[src/reis_pkg.sv]
// reis_pkg: constants for the rising-event input select block
// assumes: a plain register port with 8-bit data and one-cycle read latency
package reis_pkg;
  localparam int unsigned NUM_SRC = 7;
  localparam int unsigned ADDR_W = 4;
  localparam int unsigned DATA_W = 8;
  // register offsets
  localparam logic [3:0] OFF_RISE_EN = 4'h0;
  localparam logic [3:0] OFF_RISE_MODE = 4'h1;
  localparam logic [3:0] OFF_PHASE = 4'h2;
  localparam logic [3:0] OFF_STATUS = 4'h3;
  // reset values
  localparam logic [7:0] RST_RISE_EN = 8'h00;
  localparam logic [7:0] RST_RISE_MODE = 8'h00;
  localparam logic [7:0] RST_PHASE = 8'h00;
  // implemented bits of enable and mode
  localparam logic [7:0] SRC_MASK = 8'h7F;
  // source bit positions
  localparam int unsigned BIT_MAPPED_PIN = 0;
  localparam int unsigned BIT_COMPARATOR_ONE = 1;
  localparam int unsigned BIT_COMPARATOR_TWO = 2;
  localparam int unsigned BIT_LOGIC_CELL_ONE = 3;
  localparam int unsigned BIT_CAPCOMP_ONE = 4;
  localparam int unsigned BIT_CAPCOMP_TWO = 5;
  localparam int unsigned BIT_PWM_THREE = 6;
  // status fields
  localparam int unsigned STAT_BUSY = 0;
  localparam int unsigned STAT_PEND = 1;
  localparam logic [7:0] PHASE_ONE = 8'h01;
endpackage

[src/reis_top.sv]
// reis_top: rising-event input qualifier for the output generator
// assumes: on-chip sources are synchronous, the mapped pin is not
// Summary of operation
// - bit 7 of enable and mode reads zero
// - enable bit 6 admits pwm unit three
// - enable bit 5 admits capture compare two
// - enable bit 4 admits capture compare one
// - enable bit 3 admits logic cell one
// - enable bit 2 admits comparator two
// - enable bit 1 admits comparator one
// - enable bit 0 admits the mapped pin
// - disabled source never affects rising events
// - mode one: edge fires after phase delay
// - mode zero: high level fires on the next clock, with no phase delay
// - mode ignored while source disabled
// - mode bit n governs source n
`timescale 1ns/10ps
`default_nettype none
module reis_top #(
  parameter int unsigned PHASE_W = 8
) (
  // clock and reset
  input wire logic i_clock,
  input wire logic i_srst,
  // register port
  input wire logic [reis_pkg::ADDR_W-1:0] i_addr,
  input wire logic [reis_pkg::DATA_W-1:0] i_wdata,
  input wire logic i_wr,
  input wire logic i_rd,
  output logic [reis_pkg::DATA_W-1:0] o_rdata,
  // trigger sources
  input wire logic i_mapped_pin,
  input wire logic i_comparator_one,
  input wire logic i_comparator_two,
  input wire logic i_logic_cell_one,
  input wire logic i_capture_compare_unit_one,
  input wire logic i_capture_compare_unit_two,
  input wire logic i_pwm_unit_three,
  // to waveform core
  output logic o_rise_event
);
  logic [6:0] rise_en_r;
  logic [6:0] rise_mode_r;
  logic [PHASE_W-1:0] phase_r;
  logic [6:0] prev_r;
  logic [reis_pkg::DATA_W-1:0] rdata_r;
  logic [reis_pkg::DATA_W-1:0] rdata_nxt;
  logic rise_r;
  logic rise_nxt;
  logic pin_level;
  logic [6:0] src;
  logic [6:0] edge_hit;
  logic [6:0] level_hit;
  logic any_edge;
  logic any_level;
  logic ph_done;
  logic ph_busy;
  logic wr_en;
  logic wr_mode;
  logic wr_phase;
  logic rise_en_mapped_pin;
  logic rise_en_comparator_one;
  logic rise_en_comparator_two;
  logic rise_en_logic_cell_one;
  logic rise_en_capcomp_one;
  logic rise_en_capcomp_two;
  logic rise_en_pwm_three;

  // only the pin is asynchronous; internal sources share the clock
  reis_sync u_pin_sync (
    .i_clock(i_clock),
    .i_srst(i_srst),
    .i_async(i_mapped_pin),
    .o_level(pin_level)
  );

  assign rise_en_mapped_pin = rise_en_r[reis_pkg::BIT_MAPPED_PIN];
  assign rise_en_comparator_one = rise_en_r[reis_pkg::BIT_COMPARATOR_ONE];
  assign rise_en_comparator_two = rise_en_r[reis_pkg::BIT_COMPARATOR_TWO];
  assign rise_en_logic_cell_one = rise_en_r[reis_pkg::BIT_LOGIC_CELL_ONE];
  assign rise_en_capcomp_one = rise_en_r[reis_pkg::BIT_CAPCOMP_ONE];
  assign rise_en_capcomp_two = rise_en_r[reis_pkg::BIT_CAPCOMP_TWO];
  assign rise_en_pwm_three = rise_en_r[reis_pkg::BIT_PWM_THREE];

  assign src[reis_pkg::BIT_MAPPED_PIN] = pin_level & rise_en_mapped_pin;
  assign src[reis_pkg::BIT_COMPARATOR_ONE] = i_comparator_one & rise_en_comparator_one;
  assign src[reis_pkg::BIT_COMPARATOR_TWO] = i_comparator_two & rise_en_comparator_two;
  assign src[reis_pkg::BIT_LOGIC_CELL_ONE] = i_logic_cell_one & rise_en_logic_cell_one;
  assign src[reis_pkg::BIT_CAPCOMP_ONE] = i_capture_compare_unit_one & rise_en_capcomp_one;
  assign src[reis_pkg::BIT_CAPCOMP_TWO] = i_capture_compare_unit_two & rise_en_capcomp_two;
  assign src[reis_pkg::BIT_PWM_THREE] = i_pwm_unit_three & rise_en_pwm_three;

  // gated source also feeds the edge history, so enabling a high source counts as an edge
  genvar g;
  generate
    for (g = 0; g < reis_pkg::NUM_SRC; g++) begin : g_src
      assign edge_hit[g] = rise_en_r[g] & rise_mode_r[g] & src[g] & ~prev_r[g];
      assign level_hit[g] = rise_en_r[g] & ~rise_mode_r[g] & src[g];
    end
  endgenerate

  assign any_edge = |edge_hit;
  assign any_level = |level_hit;

  // delay restarts on each new edge; phase_r is software's to set first
  reis_phase #(.W(PHASE_W)) u_phase (
    .i_clock(i_clock),
    .i_srst(i_srst),
    .i_start(any_edge),
    .i_delay(phase_r),
    .o_done(ph_done),
    .o_busy(ph_busy)
  );

  assign rise_nxt = any_level | ph_done;

  assign wr_en = i_wr && (i_addr == reis_pkg::OFF_RISE_EN);
  assign wr_mode = i_wr && (i_addr == reis_pkg::OFF_RISE_MODE);
  assign wr_phase = i_wr && (i_addr == reis_pkg::OFF_PHASE);

  always_comb begin
    rdata_nxt = '0;
    if (i_rd) begin
      unique case (i_addr)
        reis_pkg::OFF_RISE_EN: rdata_nxt = {1'b0, rise_en_r};
        reis_pkg::OFF_RISE_MODE: rdata_nxt = {1'b0, rise_mode_r};
        reis_pkg::OFF_PHASE: rdata_nxt = reis_pkg::DATA_W'(phase_r);
        reis_pkg::OFF_STATUS: begin
          rdata_nxt[reis_pkg::STAT_BUSY] = ph_busy;
          rdata_nxt[reis_pkg::STAT_PEND] = rise_r;
        end
        default: rdata_nxt = '0;
      endcase
    end
  end

  always_ff @(posedge i_clock) begin
    if (i_srst) begin
      rise_en_r <= reis_pkg::RST_RISE_EN[6:0];
      rise_mode_r <= reis_pkg::RST_RISE_MODE[6:0];
      phase_r <= PHASE_W'(reis_pkg::RST_PHASE);
      prev_r <= '0;
      rdata_r <= '0;
      rise_r <= 1'b0;
    end else begin
      if (wr_en) begin
        rise_en_r <= i_wdata[6:0];
      end
      if (wr_mode) begin
        rise_mode_r <= i_wdata[6:0];
      end
      if (wr_phase) begin
        phase_r <= i_wdata[PHASE_W-1:0];
      end
      prev_r <= src;
      rdata_r <= rdata_nxt;
      rise_r <= rise_nxt;
    end
  end

  assign o_rdata = rdata_r;
  assign o_rise_event = rise_r;
endmodule
`default_nettype wire

[src/reis_sync.sv]
// reis_sync: three-stage pin synchroniser with agreement filter
// assumes: input is asynchronous to i_clock
`timescale 1ns/10ps
`default_nettype none
module reis_sync (
  // clock and reset
  input wire logic i_clock,
  input wire logic i_srst,
  // async pin and clean level
  input wire logic i_async,
  output logic o_level
);
  logic s1_r;
  logic s2_r;
  logic s3_r;
  logic level_r;
  logic level_nxt;

  // first stage feeds only the second, to keep metastability contained
  assign level_nxt = (s2_r == s3_r) ? s3_r : level_r;
  assign o_level = level_r;

  always_ff @(posedge i_clock) begin
    if (i_srst) begin
      s1_r <= 1'b0;
      s2_r <= 1'b0;
      s3_r <= 1'b0;
      level_r <= 1'b0;
    end else begin
      s1_r <= i_async;
      s2_r <= s1_r;
      s3_r <= s2_r;
      level_r <= level_nxt;
    end
  end
endmodule
`default_nettype wire

[src/reis_phase.sv]
// reis_phase: phase-delay timer for edge-mode rising events
// assumes: start is a one-cycle pulse from the same clock
`timescale 1ns/10ps
`default_nettype none
module reis_phase #(
  parameter int unsigned W = 8
) (
  // clock and reset
  input wire logic i_clock,
  input wire logic i_srst,
  // control
  input wire logic i_start,
  input wire logic [W-1:0] i_delay,
  // result
  output logic o_done,
  output logic o_busy
);
  logic [W-1:0] cnt_r;
  logic [W-1:0] cnt_nxt;
  logic busy_r;
  logic busy_nxt;
  logic last;

  // zero delay fires on the cycle after the start
  assign last = busy_r && (cnt_r == '0);
  assign o_done = last;
  assign o_busy = busy_r;
  assign busy_nxt = i_start ? 1'b1 : (last ? 1'b0 : busy_r);
  assign cnt_nxt = i_start ? i_delay : (busy_r && !last ? cnt_r - 1'b1 : cnt_r);

  always_ff @(posedge i_clock) begin
    if (i_srst) begin
      cnt_r <= '0;
      busy_r <= 1'b0;
    end else begin
      cnt_r <= cnt_nxt;
      busy_r <= busy_nxt;
    end
  end
endmodule
`default_nettype wire

[config.mk]
export PLATFORM = sky130hd
export DESIGN_NAME = reis_top
export DESIGN_NICKNAME = d
export VERILOG_FILES = /design/src/reis_pkg.sv /design/src/reis_top.sv /design/src/reis_sync.sv /design/src/reis_phase.sv
export SDC_FILE = /design/constraint.sdc
export NUM_CORES = 1
export LEC_CHECK = 0
export BUFFER_PORTS_ARGS = -buffer_cell sky130_fd_sc_hd__buf_2
export CORE_MARGIN = 2
export CORE_UTILIZATION = 40
export CTS_BUF_LIST = sky130_fd_sc_hd__clkbuf_8
export DETAILED_ROUTE_END_ITERATION = 10
export PLACE_DENSITY = 0.57
export SLEW_MARGIN = 20
export SYNTH_ARGS = -nofsm -noshare
export SYNTH_HDL_FRONTEND = slang
export SYNTH_HIERARCHICAL = 1
export SYNTH_SLANG_ARGS = --single-unit
[constraint.sdc]
create_clock -name i_clock -period 3.1 [get_ports i_clock]
set_clock_uncertainty 0.15 [all_clocks]
set_input_delay 0.31 -clock i_clock [delete_from_list [all_inputs] [get_ports i_clock]]
set_output_delay 0.31 -clock i_clock [all_outputs]
set_load 0.01 [all_outputs]
Yosys cells after proc, flatten, opt, wreduce, memory -nomap -nowiden
Cells that the tools add are included.
{"block": "word_totals", "regBits": 51, "in_bits": 23, "out_inout_bits": 9}
{"block": "classes", "addsub": 1, "n_eq_ne": 4, "mux": 6, "bitwise_logic": 58, "reduce_logical": 13}
{"operator": "$and A1 B1 Y1", "n": 42}
{"operator": "$pmux W6 S3", "n": 1}
{"operator": "$mux W8", "n": 2}
{"operator": "$not A1 Y1", "n": 15}
{"operator": "$reduce_or A7 Y1", "n": 2}
{"operator": "$eq A4 B2 Y1 const B", "n": 2}
{"operator": "$logic_not A8 Y1", "n": 1}
{"operator": "$pmux W2 S4", "n": 1}
{"operator": "$sub A8 B1 Y8 const B", "n": 1}
{"operator": "$logic_and A1 B1 Y1", "n": 5}
{"operator": "$eq A4 B1 Y1 const B", "n": 1}
{"operator": "$logic_not A4 Y1", "n": 1}
{"operator": "$reduce_bool A2 Y1", "n": 2}
{"operator": "$mux W1", "n": 2}
{"operator": "$reduce_or A2 Y1", "n": 1}
{"operator": "$eq A1 B1 Y1", "n": 1}
{"operator": "$logic_not A1 Y1", "n": 1}
{"operator": "$or A1 B1 Y1", "n": 1}

Logic depth before layout (Yosys ltp)
Gate-level depths: netlist (run 1).
{"block": "logic_depth", "word_depth": 6, "depth_mapped": 8, "ltp_nobuf": 7}

Modules after synthesis
Netlist (run 1), hierarchy kept.
{"mod": "reis_top", "instances": 1, "cells_each": 176, "area_each_um2": 1587.8, "seq_area_each_um2": 760.7}
{"mod": "reis_phase", "instances": 1, "cells_each": 70, "area_each_um2": 556.8, "seq_area_each_um2": 180.2}
{"mod": "reis_sync", "instances": 1, "cells_each": 10, "area_each_um2": 112.6, "seq_area_each_um2": 80.1}

Worst setup path after synthesis (run 1)
Ideal clock, no wire load.
{"block": "synth_timing", "kind": "flip-flop to flip-flop", "from": "reg rise_mode_r[3]", "to": "reg u_phase.cnt_r[1]", "setup_ns": 0.070, "t_arrival_ns": 1.652, "required_ns": 2.880, "path_slack_ns": 1.228, "stages_incl_launch_ff": 9, "path_buffers": 2, "path_cell_list": "dfxtp_1 -> nand4b_1 -> nand4_1 -> or3_1 -> clkbuf_1 -> inv_1 -> clkbuf_1 -> o221ai_1 -> a21oi_1"}
{"block": "synth_between", "elab_chain_len": 5, "word_cells_on_any_way": 6, "classes_between": "mux (1); bitwise (3); reduce/logical (2)"}
{"element": "start: declaration", "line": "reis_top.sv:43", "rtl": "logic [6:0] rise_mode_r;"}
{"element": "start signal: assignment", "line": "reis_top.sv:140", "rtl": "rise_mode_r <= reis_pkg::RST_RISE_MODE[6:0];"}
{"element": "start signal: assignment", "line": "reis_top.sv:150", "rtl": "rise_mode_r <= i_wdata[6:0];"}
{"element": "$and A1 B1 Y1 * (3 in a row)", "line": "reis_top.sv:97", "rtl": "assign edge_hit[g] = rise_en_r[g] & rise_mode_r[g] & src[g] & ~prev_r[g];"}
{"element": "$reduce_or A7 Y1 *", "line": "reis_top.sv:102", "rtl": "assign any_edge = |edge_hit;"}
{"element": "via any_edge", "line": "reis_top.sv:54", "rtl": "logic any_edge;"}
{"element": "$mux W8 or $reduce_bool A2 Y1 (tied branches)"}
{"element": "end signal: assignment", "line": "reis_phase.sv:36", "rtl": "cnt_r <= cnt_nxt;"}
{"element": "end: declaration", "line": "reis_phase.sv:18", "rtl": "logic [W-1:0] cnt_r;"}
Mark *: on every way through the listed nets, which the timed path passes. The rest lies on a longest branch.
A chain may end at the register's enable or synchronous reset.

Worst setup path in the final report (run 1)
{"block": "layout_timing", "from": "reg rise_mode_r[6]", "to": "reg u_phase.cnt_r[6]"}
The elaborated chain is that of the path after synthesis.

==> flow_summary.toml, run 1 <==
[worst_hold_path]
hold_class = "primary input to register"

[clock_network]
insertion_delay_ns = 0.30
cts.sinks = 51
hold_buffers = 0
clk_pin_slew_ns = 0.09
htreeDepth = 2
cts-root-buf = "clkbuf_8"
max-clock-path-buffers = 2
cts_made_buffers = 5
cts_tree = "built"
cts-resized-gates = 0
cts_setup_buffers = 0

[drt]
firstDrtPassIters = 4
totalWireLength_um = 5580
drc = 0
vias = 1938
wire_per_inst_um = 15.7
first_iter_violations = 64
routed_via_density = 5.47
ant_nets = 0

[global_route]
gr-usage-all-layers_pct = 18.2
grt_remaining_overflow = 0
grt_max_degree = 41
antenna_found_initial = 0
grt_pass1_wl_um = 8830
first_global_vias = 1706

[power_and_ir_drop]
total_power_mw = 1.16
leakage_nw = 0.916
powerDensity_mw_per_mm2 = 458
ir_drop_uv = 297

[synthesis]
seq_area_frac_synth_pct = 45.2
synth_adder_area_share_pct = 1.11
synth_top_area_share_pct = 45.2
synth-edff-count = 0
synthArstFlopShare_pct = 0
syn_inst = 256
synth_top_area_cell = "dfxtp_1"
synthXorXnorAreaFrac_pct = 1.16
synth-seq-cells = 51
synth_top_cells_by_count = "dfxtp_1, a21oi_1, nand3_1, nor2_1, o21ai_1"
synthSimpleGateAreaFrac_pct = 23.2
avgSynthCellArea_um2 = 8.82
yosysUniqueCellTypes = 46
synth_mux_area_share_pct = 4.66
synth_area_leaders = "dfxtp_1, a21oi_1, nand3_1, o21ai_1, nor2_1"
synth_top_family_by_area = "simple AND/OR/NAND/NOR gates"
yosys_warnings = 6
yosysMostFrequentCell = "dfxtp_1"
synth_nets = 281
netlist_area_mm2 = 0.00226
synth_compound_area_share_pct = 19.5
ys.flop_type = "dfxtp_1"

[finish]
finalInstanceArea_mm2 = 0.00253
ff_latch_area_mm2 = 0.00102
n_antenna_cell = 0
area_delta_synth_final_pct = 12.0
multiInputGateArea_mm2 = 0.00112
fillers = 557
nNetsFinal = 306
drive_gt1_share_pct = 17.0
final_cells = 354

[sta]
whs_ns = 0.0734
tns_ns = 0
fmax_ghz = 0.487
tightest_slew_ns = 0.877
worst_slew_margin_rel_pct = 41.4
period_share_pct = 66.3
hold_violations = 0
finalMaxSlewViolations = 0
final-setup-viol-count = 0
rsz0062_at_grt = "false"
period_minus_slack_ns = 2.05

[placement]
gp_congestion = 0.749
portBuffers = 31
place_area_mm2 = 0.00243
placed_cells = 346
dp_hpwl_um = 4020

[floorplanning]
die_width_um = 79.1
rows = 27
floorplan.initialDensity_pct = 41.2
die_height_um = 79.1
ioPinCount = 32
coreArea_mm2 = 0.00547
die_area_mm2 = 0.00626

[setup_path]
cp.arrival_ns = 2.10
critPathKind = "register to register"
required_ns = 3.14
crit_chain = "nand4b_1 > nand4_1 > or3_1 > inv_1 > nor2_1 > a2111oi_1"
path_buf_inv = 1
crit_fanout = 11
crit_family = "simple AND/OR/NAND/NOR gates"
slowest_stage = "or3_1"
startpoint_type = "register"
crit_path_end_kind = "register"
slowest_delay_ns = 0.52

[status]
status = "finished, final reports clean"

[run]
max_cap_viol_count = 0
-- layout by cell type, fill, tap and decap left out, types with 4 or more instances in the layout --
| cell | instances |
|---|---|
| a211oi_1 | 5 |
| a21oi_1 | 28 |
| clkbuf_8 | 7 |
| buf_2 | 31 |
| nand2_1 | 11 |
| nand3_1 | 26 |
| inv_1 | 8 |
| mux2i_1 | 6 |
| dfxtp_1 | 51 |
| nand4b_1 | 5 |
| o21ai_1 | 22 |
| a2bb2oi_1 | 5 |
| nor3_1 | 4 |
| nor2_1 | 24 |
| nor2b_1 | 6 |
-- logic make-up (layout without fill, tap and decap cells) --
| family | Yosys count | after routing |
|---|---|---|
| AO/OA/AOI/OAI | 74 | 74 |
| buffers and inverters | 22 | 48 |
| XOR/XNOR | 3 | 3 |
| multiplexers | 8 | 8 |
| AND/OR/NAND/NOR | 96 | 96 |
| flip-flops | 51 | 51 |
| adder cells (fa/ha/maj) | 2 | 2 |
-- worst reg2reg max path, stage by stage (launching register included) --
cell and delay, ns:
dfxtp_1 0.35, nand4b_1 0.12, nand4_1 0.09, or3_1 0.52
inv_1 0.29, nor2_1 0.09, a2111oi_1 0.34
-- metrics by stage --
stage               util [%]  worst slack, ns
floorplan                  -             1.23
global placement        44.4             1.04
detailed placement      44.4            0.968
CTS                     46.2             1.03
global route            46.2            0.822
finish                  46.2             1.05
-- worst paths after layout --
path                                startpoint               end  slack (ns)  cells after the start
worst min register to register      phase_r[7]        o_rdata[7]        0.31                      2
worst min-delay path              i_mapped_pin   u_pin_sync/s1_r        0.07                      2
worst max-delay path            rise_mode_r[6]  u_phase/cnt_r[6]        1.05                      6
worst max register to register  rise_mode_r[6]  u_phase/cnt_r[6]        1.05                      6
-- area by class of cell --
class | count | share of cell area [%]
Timing Repair Buffer | 33 | 6.73
Multi-Input combinational cell | 183 | 44.3
Clock buffer | 7 | 3.81
Tap cell | 72 | 3.56
Sequential cell | 51 | 40.4
Inverter | 7 | 1.04
Clock inverter | 1 | 0.148
-- where the power goes --
group	total, mW	switching, mW	internal (mW)
Sequential	0.665	0.00462	0.661
Combinational	0.0749	0.0485	0.0264
Clock	0.419	0.218	0.201
Total	1.16	0.271	0.888
-- metal layers --
metal  share of wire [%]  GRT usage [%]  vias up
met2                  47           28.5       40
met5                   0              0        -
met4                0.56           5.17        0
met1                  49           25.4      916
met3                 3.5           3.64        4
li1                    -              -      978
-- flip-flops by register name, summed over array words and instances, names as in the netlist --
signal,flops
u_phase/o_busy,1
prev_r,7
u_pin_sync/o_level,1
u_pin_sync/s3_r,1
rise_mode_r,7
o_rise_event,1
phase_r,8
o_rdata,8
u_pin_sync/s1_r,1
u_pin_sync/s2_r,1
rise_en_r,7
u_phase/cnt_r,8
Note: power is estimated with default switching activity, not from simulation.
==> run 2, diff against run 1 <==
==> constraint.sdc (replaced) <==
create_clock -name i_clock -period 1.9 [get_ports i_clock]
set_clock_uncertainty 0.15 [all_clocks]
set_input_delay 0.19 -clock i_clock [delete_from_list [all_inputs] [get_ports i_clock]]
set_output_delay 0.19 -clock i_clock [all_outputs]
set_load 0.01 [all_outputs]
==> run 2 against run 1 <==
Effect of this change:
- count of clock-buffer cells in the layout stayed put
- utilization grew 2.7 points
- register-to-register slack got worse by 0.90 ns
- critical path type is now primary input to register
- highest routed layer unchanged
==> flow_summary.toml, run 2 (synthesized netlist as in run 1, its figures left out) <==
[power_and_ir_drop]
ir_drop_uv = 342
combPwrFrac_pct = 7.4
p_sw_share_pct = 23.1
clkPwrFrac_pct = 35.5
powerDensity_mw_per_mm2 = 710
leakage_nw = 0.980
p_seq_share_pct = 57.1
switching_power_uw = 439
internal-power_mw = 1.46

[run]
max_cap_viol_count = 0

[drt]
vias = 1985
drc = 0
totalWireLength_um = 5680
routed_via_density = 5.39
wire_per_inst_um = 15.4
first_iter_violations = 126
firstDrtPassIters = 4
ant_nets = 0

[sta]
whs_ns = 0.00997
period_minus_slack_ns = 1.85
tightest_slew_ns = 0.446
finalMaxSlewViolations = 0
fmax_ghz = 0.541
tns_ns = 0
period_share_pct = 97.3
worst_slew_margin_rel_pct = 70.2
rsz0062_at_grt = "false"
final-setup-viol-count = 0
hold_violations = 0

[floorplanning]
rows = 27
die_width_um = 79.1
coreArea_mm2 = 0.00547
floorplan.initialDensity_pct = 41.2
die_area_mm2 = 0.00626
die_height_um = 79.1
ioPinCount = 32

[finish]
drive_gt1_share_pct = 19.9
n_antenna_cell = 0
layout_commonest_cell = "dfxtp_1"
multiInputGateArea_mm2 = 0.00114
fillers = 561
nNetsFinal = 320
layout_common_cells = "dfxtp_1, buf_2, a21oi_1"
ff_latch_area_mm2 = 0.00102
area_delta_synth_final_pct = 18.6

[placement]
portBuffers = 31
dp_hpwl_um = 4010
gp_congestion = 0.817

[global_route]
first_global_vias = 1894
grt_pass1_wl_um = 9320
gr-usage-all-layers_pct = 19.4
grt_remaining_overflow = 0
antenna_found_initial = 0
grt_max_degree = 41

[setup_path]
startpoint_type = "primary input"
critPathKind = "primary input to register"
path_buf_inv = 3
crit_fanout = 8
reg2reg_slack_ns = 0.15
crit_path_end_kind = "register"
slowest_stage = "dlygate4sd3_1"
crit_family = "buffers and inverters"
slowest_delay_ns = 0.53
crit_chain = "dlygate4sd3_1 > buf_2 > nand4b_1 > nand4_1 > or3_4 > buf_4 > nor3_2 > a2111oi_2"
cp.arrival_ns = 1.88
required_ns = 1.93

[clock_network]
cts_tree = "built"
cts_made_buffers = 5
cts_setup_buffers = 0
htreeDepth = 2
max-clock-path-buffers = 2
cts.sinks = 51
clk_pin_slew_ns = 0.09
insertion_delay_ns = 0.30
cts-root-buf = "clkbuf_8"

[worst_hold_path]
hold_class = "primary input to register"

[status]
status = "finished, final reports clean"
## run 2: final timing paths
kind,start,end,cells past startpoint
worst max register to register,u_phase/cnt_r[0],u_phase/cnt_r[3],6
worst min register to register,phase_r[7],o_rdata[7],2
worst min-delay path,i_wdata[6],rise_mode_r[6],3
worst max-delay path,i_comparator_two,u_phase/cnt_r[6],8
## run 2: layout make-up
cell class | instances | area share, %
Multi-Input combinational cell | 183 | 42.7
Inverter | 7 | 0.982
Clock buffer | 7 | 3.60
Clock inverter | 1 | 0.140
Tap cell | 72 | 3.37
Sequential cell | 51 | 38.1
Timing Repair Buffer | 47 | 11.0
## run 2: tightest hold or removal path: cells and delay by family
family | cells | cell delay, ns
buffers and inverters | 1 | 0.12
AO/OA/AOI/OAI | 1 | 0.05
AND/OR/NAND/NOR | 1 | 0.06
## run 2: layer usage
metal | vias to the layer above | track usage (%) | part of all wire (%)
met5 | - | 0 | 0
met4 | 0 | 7.59 | 2.3
met3 | 12 | 3.86 | 5.1
met2 | 55 | 31.1 | 48
met1 | 919 | 25.7 | 45
li1 | 999 | - | -
## run 2: through the flow
stage | worst slack [ns] | util, % | power (mW) | cell area (µm²) | instances
2_1_floorplan | 0.0276 | - | 1.18 | 2260 | 256
3_3_place_gp | 0.138 | 45.2 | 1.24 | 2470 | 352
3_5_place_dp | 0.0418 | 45.2 | 1.24 | 2470 | 352
4_1_cts | 0.0130 | 48.5 | 1.92 | 2650 | 368
5_1_grt | 0.00117 | 48.9 | 1.98 | 2680 | 368
6_report | 0.0517 | 48.9 | 1.90 | 2680 | 368
## run 2: what timing repair did
item / CTS / global route
hold endpoints to repair: 8 / 0
endpoints found under the setup margin: 0 / 6
hold buffers: 8 / 0
resized for setup: 0 / 6
## run 2: power groups by stage
stage	clock [mW]	combinational [mW]	sequential, mW
floorplan	0	0.0740	1.11
global placement	0	0.130	1.11
detailed placement	0	0.129	1.11
CTS	0.693	0.141	1.08
global route	0.738	0.154	1.09
finish	0.675	0.141	1.09
==> run 3, diff against run 2 <==
--- a/config.mk
+++ b/config.mk
@@ -6,7 +6,7 @@
 export NUM_CORES = 1
 export LEC_CHECK = 0
 export BUFFER_PORTS_ARGS = -buffer_cell sky130_fd_sc_hd__buf_2
-export CORE_MARGIN = 2
+export CORE_MARGIN = 1.5
 export CORE_UTILIZATION = 40
 export CTS_BUF_LIST = sky130_fd_sc_hd__clkbuf_8
 export DETAILED_ROUTE_END_ITERATION = 10
==> run 3 against run 2 <==
Effect of this change:
- worst setup slack improved by 0.088 ns
- register-to-register slack about the same
- combinational power barely moved
- power shrank 4.2%
- maximum frequency grew 5.0%
- count of clock-buffer cells in the layout fell by 2
- global-route usage hardly changed
- utilization decreased by 0.62 points
- final area is 1.3% lower
- via count up 0.45%
- die area down 2.5%
- largest power group unchanged
- highest routed layer unchanged
==> flow_summary.toml, run 3 (synthesized netlist as in run 1, its figures left out) <==
[status]
status = "finished, final reports clean"

[drt]
ant_nets = 0
top_layer = "met4"
routed_via_density = 5.42
dr_wl_met3_um = 182
wire_per_inst_um = 15.6
wl_met1_um = 2930
vias = 1994
first_iter_violations = 103
drc = 0
totalWireLength_um = 5760
met2WireLength_um = 2600
firstDrtPassIters = 4

[placement]
dp_hpwl_um = 3970
placed_cells = 354
portBuffers = 31
dp_slack_ns = 0.0678
place_area_mm2 = 0.00249
gp_congestion = 0.813

[run]
max_cap_viol_count = 0

[setup_path]
cp.arrival_ns = 1.79
reg2reg_slack_ns = 0.14
required_ns = 1.93
startpoint_type = "register"
crit_path_end_kind = "register"
crit_fanout = 4
critPathKind = "register to register"

[floorplanning]
coreArea_mm2 = 0.00547
floorplan.initialDensity_pct = 41.2
die_height_um = 78.1
ioPinCount = 32
die_area_mm2 = 0.00610
die_width_um = 78.1
rows = 27

[finish]
finalInstanceArea_mm2 = 0.00264
layout_common_cells = "dfxtp_1, buf_2, a21oi_1"
layout_commonest_cell = "dfxtp_1"
nNetsFinal = 320
fillers = 576
drive_gt1_share_pct = 19.3
area_delta_synth_final_pct = 17.1
ff_latch_area_mm2 = 0.00102
final_cells = 368
n_antenna_cell = 0
multiInputGateArea_mm2 = 0.00113

[sta]
period_minus_slack_ns = 1.76
tightest_slew_ns = 0.430
finalMaxSlewViolations = 0
tns_ns = 0
fmax_ghz = 0.568
final-setup-viol-count = 0
period_share_pct = 92.7
worst_slew_margin_rel_pct = 71.2
hold_violations = 0
worst_slack_ns = 0.139
rsz0062_at_grt = "false"

[global_route]
grt_remaining_overflow = 0
first_global_vias = 1846
grt_max_degree = 41
gr-usage-all-layers_pct = 19.4
antenna_found_initial = 0
grt_pass1_wl_um = 9360

[clock_network]
cts_made_buffers = 5
cts_tree = "built"
cts_setup_buffers = 0
htreeDepth = 2
insertion_delay_ns = 0.30
max-clock-path-buffers = 2
cts-root-buf = "clkbuf_8"
cts.sinks = 51
clk_pin_slew_ns = 0.09

[power_and_ir_drop]
ir_drop_uv = 361
leakage_nw = 0.976
powerDensity_mw_per_mm2 = 689

[worst_hold_path]
hold_class = "primary input to register"
==> run 3: cell count changes in the layout (fill, tap and decap cells not counted) <==
cell / change
nor3_1: +1
inv_2: -1
a2111oi_2: -1
clkinv_2: +1
inv_1: +2
buf_4: +2
dlygate4sd3_1: -2
nor3_2: -1
clkbuf_8: -2
a2111oi_1: +1
==> run 3: worst paths after layout <==
kind | from | end | cells after the start
min | i_capture_compare_unit_two | prev_r[5] | 3
max | u_phase/cnt_r[0] | u_phase/cnt_r[3] | 6
min reg2reg | u_pin_sync/s1_r | u_pin_sync/s2_r | 1
max reg2reg | u_phase/cnt_r[0] | u_phase/cnt_r[3] | 6
==> run 3: critical path: stages, from the launching register on <==
cell and delay [ns]:
dfxtp_1 0.35, inv_1 0.09, ha_1 0.19, or3b_4 0.42
o211ai_2 0.16, xor2_1 0.19, a211oi_1 0.09
==> run 3: per-stage QoR <==
stage               utilization (%)  hold WS, ns  total power [mW]
floorplan                         -        0.109              1.18
global placement               45.5        0.254              1.24
detailed placement             45.5        0.263              1.24
CTS                            48.1      0.00334              1.84
global route                   48.3       0.0132              1.89
finish                         48.3      0.00737              1.82
==> run 3: where the power goes <==
part	switching (mW)	total [mW]	internal (mW)
registers	0.00706	1.08	1.08
clock network	0.348	0.597	0.249
logic	0.0838	0.139	0.0550
==> run 3: routing by layer <==
metal / GRT usage (%) / vias to the layer above
met5: 0 / -
met4: 4.82 / 0
met3: 3.14 / 4
met2: 30.1 / 40
met1: 28.0 / 946
li1: - / 1004
==> run 3: final cells by class <==
cell class	instances	share of cell area, %
inverter	7	0.994
timing repair buffer	47	11.0
tap	72	3.41
clock buffer	5	2.60
multi-input combinational	183	42.9
clock inverter	3	0.473
sequential	51	38.6
==> run 3: timing repair <==
| item | 4_1_cts | 5_1_grt |
|---|---|---|
| endpoints found under the setup margin | 0 | 3 |
| resized for setup | 0 | 3 |
| hold endpoints to repair | 6 | 0 |
| hold buffers | 6 | 0 |
